[src/sfe_pkg.sv]
`default_nettype none
package sfe_pkg;

  // ------------------------------------------------------------
  // Data path widths and depths
  // ------------------------------------------------------------
  localparam int unsigned BYTE_W = 8;
  localparam int unsigned TX_FIFO_DEPTH = 16;
  localparam int unsigned SYNC_STAGES = 2;

  // ------------------------------------------------------------
  // Bit counter and fill values
  // ------------------------------------------------------------
  localparam logic [2:0] BIT_FIRST = 3'h0;
  localparam logic [2:0] BIT_LAST = 3'h7;
  localparam logic [2:0] BIT_STEP = 3'h1;
  localparam logic [7:0] TX_FILL = 8'hff;
  localparam logic [7:0] RX_RESET = 8'h00;
  localparam logic TX_SHIFT_IN = 1'b1;

  // ------------------------------------------------------------
  // Pin function encodings
  // ------------------------------------------------------------
  localparam logic IO3_FN_PAUSE = 1'b0;
  localparam logic IO3_FN_RESTART = 1'b1;
  localparam logic RST_PIN_ENABLED = 1'b0;

  // ------------------------------------------------------------
  // Types
  // ------------------------------------------------------------
  typedef struct packed {
    logic sck;
    logic cs_n;
    logic si;
    logic lane2;
    logic lane3;
    logic rst_n;
  } sfe_pins_type;

  localparam sfe_pins_type PINS_IDLE = '{sck: 1'b0, cs_n: 1'b1, si: 1'b0,
                                         lane2: 1'b1, lane3: 1'b1, rst_n: 1'b1};

  typedef enum logic [1:0] {
    ST_WAIT = 2'h0,
    ST_STANDBY = 2'h1,
    ST_ACTIVE = 2'h3,
    ST_PAUSED = 2'h2
  } sfe_state_type;

  typedef struct packed {
    logic standby;
    logic armed;
    logic paused;
    logic in_reset;
    logic write_guard;
  } sfe_status_type;

  localparam sfe_status_type STATUS_RESET = '{standby: 1'b1, armed: 1'b0, paused: 1'b0,
                                              in_reset: 1'b0, write_guard: 1'b0};

endpackage
`default_nettype wire

[src/sfe_fifo.sv]
`timescale 1ns/10ps
`default_nettype none
module sfe_fifo import sfe_pkg::*; #(
  parameter int unsigned WIDTH = BYTE_W,
  parameter int unsigned DEPTH = TX_FIFO_DEPTH
) (
  input wire logic clk, // Core clock
  input wire logic resetn, // Synchronous reset, active low
  input wire logic [WIDTH-1:0] in_data, // Write word
  input wire logic in_valid, // Write request
  output logic in_ready, // Space available
  output logic [WIDTH-1:0] out_data, // Head word
  output logic out_valid, // Head word present
  input wire logic out_ready // Head word taken
);

  // ------------------------------------------------------------
  // Pointers carry one wrap bit; DEPTH must be a power of two
  // ------------------------------------------------------------
  localparam int unsigned AW = $clog2(DEPTH);
  localparam logic [AW:0] PTR_ONE = {{AW{1'b0}}, 1'b1};
  localparam logic [AW:0] PTR_ZERO = '0;

  logic [WIDTH-1:0] mem_r [DEPTH];
  logic [AW:0] wr_r, wr_nxt, rd_r, rd_nxt;
  logic push, pop, full, empty;

  always_comb begin
    full = (wr_r[AW] != rd_r[AW]) && (wr_r[AW-1:0] == rd_r[AW-1:0]);
    empty = (wr_r == rd_r);
    in_ready = !full;
    out_valid = !empty;
    push = in_valid && !full;
    pop = out_ready && !empty;
    wr_nxt = push ? wr_r + PTR_ONE : wr_r;
    rd_nxt = pop ? rd_r + PTR_ONE : rd_r;
  end

  always_ff @(posedge clk) begin
    if (!resetn) begin
      wr_r <= PTR_ZERO;
      rd_r <= PTR_ZERO;
    end else begin
      wr_r <= wr_nxt;
      rd_r <= rd_nxt;
    end
  end

  // Storage is not reset: only the pointers define its contents
  always_ff @(posedge clk) begin
    if (push) begin
      mem_r[wr_r[AW-1:0]] <= in_data;
    end
  end

  assign out_data = mem_r[rd_r[AW-1:0]];

endmodule // sfe_fifo
`default_nettype wire

[src/sfe_front_end.sv]
// Summary of operation
// - On shared-pin parts a select bit makes the IO3 pin pause or restart.
// - Dedicated-restart variants treat IO3 as pause only, ignoring the select bit.
// - Dedicated-restart variants disable their restart pin when the disable bit is one.
// - While select is high the device is deselected and floats its output.
// - Deselected means standby; select low leaves standby and enables transfers.
// - No instruction is taken until select has gone high then low after power-up; the synchroniser resets select high, so a low held through reset is taken.
// - All serial input is ignored while select is high.
// - The input line is sampled on each rising serial clock edge.
// - The output line changes on the falling serial clock edge.
// - Pause low while selected floats output and freezes the sequence until released.
// - Select bit zero means pause function, one means hardware restart function.
// - Quad lane enable drops write-guard and pause/restart pin functions.
// - Restart low holds the device in reset with outputs floated.
`timescale 1ns/10ps
`default_nettype none
module sfe_front_end import sfe_pkg::*; #(
  parameter bit HAS_DEDICATED_RESTART = 1'b0,
  parameter int unsigned FIFO_DEPTH = TX_FIFO_DEPTH
) (
  input wire logic core_clk, // 20 MHz core clock
  input wire logic resetn, // Synchronous reset, active low
  input wire logic sck_pin, // Serial clock from host
  input wire logic cs_n_pin, // Select from host, active low
  input wire logic si_pin, // Serial data in
  input wire logic data_lane_2, // Write guard input, active low
  input wire logic data_lane_3, // Pause or restart input, active low
  input wire logic restart_n_pin, // Dedicated restart input, active low
  input wire logic io3_function_select, // 0 pause, 1 restart
  input wire logic quad_lane_enable, // Lanes 2 and 3 carry data
  input wire logic restart_pin_disable, // 1 disables dedicated restart pin
  input wire logic [BYTE_W-1:0] tx_data, // Byte to shift out
  input wire logic tx_valid, // Byte offered
  output logic tx_ready, // Transmit buffer has room
  output logic [BYTE_W-1:0] rx_data, // Last received byte
  output logic rx_valid, // One cycle pulse per received byte
  output logic so_o, // Serial data out level
  output logic so_oe, // Serial data out enable
  output var sfe_status_type status // Registered status flags
);

  // ------------------------------------------------------------
  // Pin synchronisation
  // ------------------------------------------------------------
  sfe_pins_type pins_raw;
  sfe_pins_type pins_s;

  assign pins_raw = '{sck: sck_pin, cs_n: cs_n_pin, si: si_pin, lane2: data_lane_2,
                      lane3: data_lane_3, rst_n: restart_n_pin};

  sfe_sync #(
    .WIDTH($bits(sfe_pins_type)),
    .RESET_VAL(PINS_IDLE)
  ) u_sync (
    .clk(core_clk),
    .resetn(resetn),
    .d_in(pins_raw),
    .q_out(pins_s)
  );

  // ------------------------------------------------------------
  // Pin function selection
  // ------------------------------------------------------------
  logic io3_restart_fn, hold_fn, ded_restart_en;
  logic restart_req, pause_req, guard_req;

  always_comb begin
    io3_restart_fn = !quad_lane_enable && !HAS_DEDICATED_RESTART
                     && (io3_function_select == IO3_FN_RESTART);
    hold_fn = !quad_lane_enable && !io3_restart_fn;
    ded_restart_en = HAS_DEDICATED_RESTART && (restart_pin_disable == RST_PIN_ENABLED);
    restart_req = (io3_restart_fn && !pins_s.lane3) || (ded_restart_en && !pins_s.rst_n);
    pause_req = hold_fn && !pins_s.lane3 && !pins_s.cs_n;
    guard_req = !quad_lane_enable && !pins_s.lane2;
  end

  // ------------------------------------------------------------
  // Select state machine
  // ------------------------------------------------------------
  // Leaving WAIT needs select seen high, so a select held low through
  // a restart never counts as a falling transition.
  sfe_state_type state_r, state_nxt;

  always_comb begin
    state_nxt = state_r;
    unique case (state_r)
      ST_WAIT: begin
        if (pins_s.cs_n) begin
          state_nxt = ST_STANDBY;
        end
      end
      ST_STANDBY: begin
        if (!pins_s.cs_n) begin
          state_nxt = ST_ACTIVE;
        end
      end
      ST_ACTIVE: begin
        if (pins_s.cs_n) begin
          state_nxt = ST_STANDBY;
        end else if (pause_req) begin
          state_nxt = ST_PAUSED;
        end
      end
      ST_PAUSED: begin
        if (pins_s.cs_n) begin
          state_nxt = ST_STANDBY;
        end else if (!pause_req) begin
          state_nxt = ST_ACTIVE;
        end
      end
    endcase
    if (restart_req) begin
      state_nxt = ST_WAIT;
    end
  end

  always_ff @(posedge core_clk) begin
    if (!resetn) begin
      state_r <= ST_WAIT;
    end else begin
      state_r <= state_nxt;
    end
  end

  // ------------------------------------------------------------
  // Serial clock edges and shift registers
  // ------------------------------------------------------------
  logic sck_prev_r, sck_prev_nxt;
  logic sck_rise, sck_fall, shift_ok, enter, load_go;
  logic [2:0] bit_cnt_r, bit_cnt_nxt;
  logic rise_seen_r, rise_seen_nxt;
  logic [BYTE_W-1:0] rx_sr_r, rx_sr_nxt, rx_data_r, rx_data_nxt;
  logic rx_valid_r, rx_valid_nxt;
  logic [BYTE_W-1:0] tx_sr_r, tx_sr_nxt;
  logic [BYTE_W-1:0] fifo_data;
  logic fifo_valid;

  always_comb begin
    sck_prev_nxt = pins_s.sck;
    sck_rise = pins_s.sck && !sck_prev_r;
    sck_fall = !pins_s.sck && sck_prev_r;
    shift_ok = (state_r == ST_ACTIVE) && !pins_s.cs_n && !pause_req && !restart_req;
    enter = (state_r == ST_STANDBY) && !pins_s.cs_n && !restart_req;
    rx_sr_nxt = rx_sr_r;
    rx_data_nxt = rx_data_r;
    rx_valid_nxt = 1'b0;
    tx_sr_nxt = tx_sr_r;
    bit_cnt_nxt = bit_cnt_r;
    rise_seen_nxt = rise_seen_r;
    load_go = 1'b0;
    if (restart_req || pins_s.cs_n) begin
      bit_cnt_nxt = BIT_FIRST;
      rise_seen_nxt = 1'b0;
    end else if (enter) begin
      load_go = 1'b1;
      bit_cnt_nxt = BIT_FIRST;
      rise_seen_nxt = 1'b0;
    end else if (shift_ok) begin
      if (sck_rise) begin
        rx_sr_nxt = {rx_sr_r[BYTE_W-2:0], pins_s.si};
        bit_cnt_nxt = bit_cnt_r + BIT_STEP;
        rise_seen_nxt = 1'b1;
        if (bit_cnt_r == BIT_LAST) begin
          rx_data_nxt = {rx_sr_r[BYTE_W-2:0], pins_s.si};
          rx_valid_nxt = 1'b1;
        end
      end else if (sck_fall && rise_seen_r) begin
        // The falling edge after the eighth rising edge loads the next byte; it must not shift
        if (bit_cnt_r == BIT_FIRST) begin
          load_go = 1'b1;
        end else begin
          tx_sr_nxt = {tx_sr_r[BYTE_W-2:0], TX_SHIFT_IN};
        end
      end
    end
    if (load_go) begin
      // An empty buffer cannot stall the host clock, so idle ones go out
      tx_sr_nxt = fifo_valid ? fifo_data : TX_FILL;
    end
  end

  always_ff @(posedge core_clk) begin
    if (!resetn) begin
      sck_prev_r <= 1'b0;
      bit_cnt_r <= BIT_FIRST;
      rise_seen_r <= 1'b0;
      rx_sr_r <= RX_RESET;
      rx_data_r <= RX_RESET;
      rx_valid_r <= 1'b0;
      tx_sr_r <= TX_FILL;
    end else begin
      sck_prev_r <= sck_prev_nxt;
      bit_cnt_r <= bit_cnt_nxt;
      rise_seen_r <= rise_seen_nxt;
      rx_sr_r <= rx_sr_nxt;
      rx_data_r <= rx_data_nxt;
      rx_valid_r <= rx_valid_nxt;
      tx_sr_r <= tx_sr_nxt;
    end
  end

  // ------------------------------------------------------------
  // Transmit buffer
  // ------------------------------------------------------------
  sfe_fifo #(
    .WIDTH(BYTE_W),
    .DEPTH(FIFO_DEPTH)
  ) u_tx_fifo (
    .clk(core_clk),
    .resetn(resetn),
    .in_data(tx_data),
    .in_valid(tx_valid),
    .in_ready(tx_ready),
    .out_data(fifo_data),
    .out_valid(fifo_valid),
    .out_ready(load_go)
  );

  // ------------------------------------------------------------
  // Outputs and status
  // ------------------------------------------------------------
  sfe_status_type status_r, status_nxt;

  always_comb begin
    status_nxt = '{standby: pins_s.cs_n, armed: (state_r != ST_WAIT),
                   paused: (state_r == ST_PAUSED), in_reset: restart_req,
                   write_guard: guard_req};
    so_oe = (state_r == ST_ACTIVE) && !pins_s.cs_n && !pause_req && !restart_req;
  end

  always_ff @(posedge core_clk) begin
    if (!resetn) begin
      status_r <= STATUS_RESET;
    end else begin
      status_r <= status_nxt;
    end
  end

  assign status = status_r;
  assign so_o = tx_sr_r[BYTE_W-1];
  assign rx_data = rx_data_r;
  assign rx_valid = rx_valid_r;
endmodule // sfe_front_end
`default_nettype wire

[src/sfe_sync.sv]
`timescale 1ns/10ps
`default_nettype none
module sfe_sync import sfe_pkg::*; #(
  parameter int unsigned WIDTH = 6,
  parameter logic [WIDTH-1:0] RESET_VAL = '0
) (
  input wire logic clk, // Core clock
  input wire logic resetn, // Synchronous reset, active low
  input wire logic [WIDTH-1:0] d_in, // Asynchronous pin levels
  output logic [WIDTH-1:0] q_out // Synchronised levels
);

  // ------------------------------------------------------------
  // Two flop synchroniser, first stage feeds only the second
  // ------------------------------------------------------------
  logic [WIDTH-1:0] meta_r, meta_nxt;
  logic [WIDTH-1:0] sync_r, sync_nxt;

  always_comb begin
    meta_nxt = d_in;
    sync_nxt = meta_r;
  end

  always_ff @(posedge clk) begin
    if (!resetn) begin
      meta_r <= RESET_VAL;
      sync_r <= RESET_VAL;
    end else begin
      meta_r <= meta_nxt;
      sync_r <= sync_nxt;
    end
  end

  assign q_out = sync_r;

endmodule // sfe_sync
`default_nettype wire
[config.mk]
export PLATFORM = sky130hd
export DESIGN_NAME = sfe_front_end
export DESIGN_NICKNAME = d
export VERILOG_FILES = /design/src/sfe_pkg.sv /design/src/sfe_fifo.sv /design/src/sfe_front_end.sv /design/src/sfe_sync.sv
export SDC_FILE = /design/constraint.sdc
export NUM_CORES = 1
export LEC_CHECK = 0
export ABC_AREA = 1
export ABC_CLOCK_PERIOD_IN_PS = 3800
export BUFFER_PORTS_ARGS = -buffer_cell sky130_fd_sc_hd__buf_2
export CAP_MARGIN = 20
export CELL_PAD_IN_SITES_DETAIL_PLACEMENT = 1
export CELL_PAD_IN_SITES_GLOBAL_PLACEMENT = 2
export CORE_ASPECT_RATIO = 1.5
export CORE_MARGIN = 2
export CORE_UTILIZATION = 30
export CTS_CLUSTER_DIAMETER = 100
export DETAILED_ROUTE_END_ITERATION = 12
export GPL_TIMING_DRIVEN = 0
export PLACE_DENSITY_LB_ADDON = 0.1
export SETUP_SLACK_MARGIN = 0.05
export SLEW_MARGIN = 20
export SYNTH_ARGS = -nofsm -noshare
export SYNTH_HDL_FRONTEND = slang
export SYNTH_HIERARCHICAL = 1
export SYNTH_SLANG_ARGS = --single-unit
[constraint.sdc]
create_clock -name core_clk -period 3.8 [get_ports core_clk]
set_input_delay 0.76 -clock core_clk [delete_from_list [all_inputs] [get_ports core_clk]]
set_output_delay 0.76 -clock core_clk [all_outputs]
set_load 0.05 [all_outputs]
==> flow_metrics.tcl <==
set metrics [dict create \
    status "complete, no violations" \
    ys_warn_count 6 \
    drive_gt1_share_pct 13.80 \
    ioPinCount 37 \
    wirelength_um 21490 \
    worstPathCellList "inv_2 > nand2_2 > nand2_2 > nor2_4 > nand3_2 > buf_6 > buf_2" \
    drc 0 \
    diodes 0 \
    leakagePower_nw 3.369 \
    p_sw_mw 0.9281 \
    io_buffers 34 \
    routed_via_density 4.596 \
    dp.cells 1127 \
    postCtsSetupRepairBufs 0 \
    overflow 0 \
    rows 72 \
    maxCapViolations 0 \
    num_vias 5327 \
    crit_slowest_cell "dfxtp_1" \
    rsz0062_at_grt "false" \
    grt_max_degree 17 \
    netlist_instances 760 \
    fp.coreArea_um2 25670 \
    max_slew_margin_pct 41.10 \
    clkPwrFrac_pct 41.0 \
    dieArea_um2 27300 \
    synth_nets 788 \
    clk_path_buf_depth 2 \
    grt_pass1_vias 5756 \
    power_frac_comb_pct 5.0 \
    netSwitchingFraction_pct 22.53 \
    cts_sinks 188 \
    ctsResizeCount 0 \
    slew_viol_final 0 \
    initial_core_util_pct 30.34 \
    htree_levels 4 \
    p_per_area_nw_per_um2 460.3 \
    drt-pass1-iter-count 4 \
    crit_required_ns 3.04 \
    fp.dieH_um 201.4 \
    final_cells 1159 \
    numCtsBuffers 17 \
    fmax_ghz 0.3889 \
    fin_skew_ns 0.009250 \
    ir_drop_v 0.0003122 \
    area_growth_syn_to_layout_pct 14.89 \
    tns_ns 0 \
    die_x_um 135.6 \
    hold_viol 0 \
    critPathMaxFanout 10 \
    grt_usage_pct 16.79 \
    cp.arrival_ns 1.81 \
    grt_pass1_wl_um 33680 \
    cts.clk_slew.worst_paths_ns 0.07 \
    insertion_delay_ns 0.44 \
    seqPwrFrac_pct 54.0 \
    netlist_area_um2 7790 \
    period_needed_ns 2.571 \
    ant_nets 0 \
    cpMostUsedCell "nand2_2" \
    tritoncts "yes" \
    start_kind "flop" \
    nFillCells 2935 \
    finalSetupViolCount 0 \
    dp_hpwl_um 15950 \
    cts_root_buf "clkbuf_16" \
    crit_type "reg -> out" \
    hold_buffers 0 \
    hold_class "reg -> reg" \
    antenna_found_initial 0 \
    place_congestion 0.8558 \
    worstMarginPinSlew_ns 0.8803 \
    crit_path_end_kind "output port" \
    fin_crit_sh_pct 67.67 \
    layout.nets 841 \
    drt_iter0_drc 163 \
    avgSynthCellArea_um2 10.25 \
    intPower_mw 3.191 \
    routedWlPerCell_um 18.54 \
    max_stage_delay_ns 0.49 \
]
[power by group through the flow]
stage | sequential [mW] | combinational [mW] | clock (mW)
5_1_grt | 2.23 | 0.232 | 1.81
3_3_place_gp | 2.27 | 0.208 | 0
6_report | 2.23 | 0.205 | 1.69
2_1_floorplan | 2.27 | 0.110 | 0
4_1_cts | 2.23 | 0.213 | 1.75
3_5_place_dp | 2.27 | 0.213 | 0
[cell usage in the layout (no fill, tap or decap), types with 4 or more instances in the layout]
cell	count
dfxtp_1	60
a21oi_1	66
clkbuf_1	16
ha_1	8
nand3b_1	6
buf_6	4
inv_2	11
nand2_2	8
edfxtp_1	128
o21ai_1	6
inv_1	99
clkbuf_16	18
nand3_1	70
nand3_2	4
o21ai_0	31
nand2_1	137
buf_2	43
o211ai_1	32
nor2_1	46
[worst max-delay path, delay by kind of cell, from the launching register on]
family / cells / cell delay [ns]
DFF: 1 / 0.49
buffers and inverters: 3 / 0.47
and+or+nand+nor: 4 / 0.42
[sequential cells by signal, indices dropped and copies added (netlist names), 2 cells and up, named ones only]
register and flops:
status 5, rx_data 8, u_tx_fifo/mem_r 128, rx_sr_r 7, u_tx_fifo/wr_r 5, state_r 2, bit_cnt_r 3, tx_sr_r 8
u_sync/q_out 5, u_sync/meta_r 5, u_tx_fifo/rd_r 5
[final timing paths]
kind	slack, ns	end	depth (start not counted)	from
max	1.23	tx_ready	7	u_tx_fifo/wr_r[2]$_SDFFE_PN0P_
min	0.40	status[0]$_SDFF_PN0_	1	u_sync/q_out[2]$_SDFF_PN1_
max reg2reg	1.48	u_tx_fifo/mem_r[8][3]$_DFFE_PP_	8	u_tx_fifo/wr_r[2]$_SDFFE_PN0P_
min reg2reg	0.40	status[0]$_SDFF_PN0_	1	u_sync/q_out[2]$_SDFF_PN1_
[area by class of cell]
cell class	instances	area, um^2	area share (%)
Sequential cell	188	5045	56.37
Buffer	32	168.9	1.887
Inverter	110	414.1	4.627
Multi-Input combinational cell	430	2177	24.33
Clock buffer	22	495.5	5.536
Clock inverter	10	62.56	0.6990
Tap cell	333	416.7	4.655
Timing Repair Buffer	34	170.2	1.901
[per-stage QoR]
step | hold slack [ns] | cell area (um^2) | util (%) | setup WS [ns] | total power, mW
2_1_floorplan | 0.3732 | 7790 | - | 1.717 | 2.383
3_3_place_gp | 0.3934 | 8377 | 32.63 | 1.318 | 2.478
3_5_place_dp | 0.3940 | 8382 | 32.65 | 1.338 | 2.484
4_1_cts | 0.4019 | 8940 | 34.82 | 1.158 | 4.186
5_1_grt | 0.4192 | 8950 | 34.86 | 1.036 | 4.272
6_report | 0.3958 | 8950 | 34.86 | 1.229 | 4.119
[per-layer routing]
metal | part of all wire (%) | GRT usage (%) | vias up
li1 | - | - | 2666
met1 | 41 | 18.94 | 2569
met2 | 54 | 30.92 | 66
met3 | 2.1 | 2.923 | 26
met4 | 2.6 | 6.548 | 0
met5 | 0 | 0 | -
Note: power is estimated with default switching activity, not from simulation.
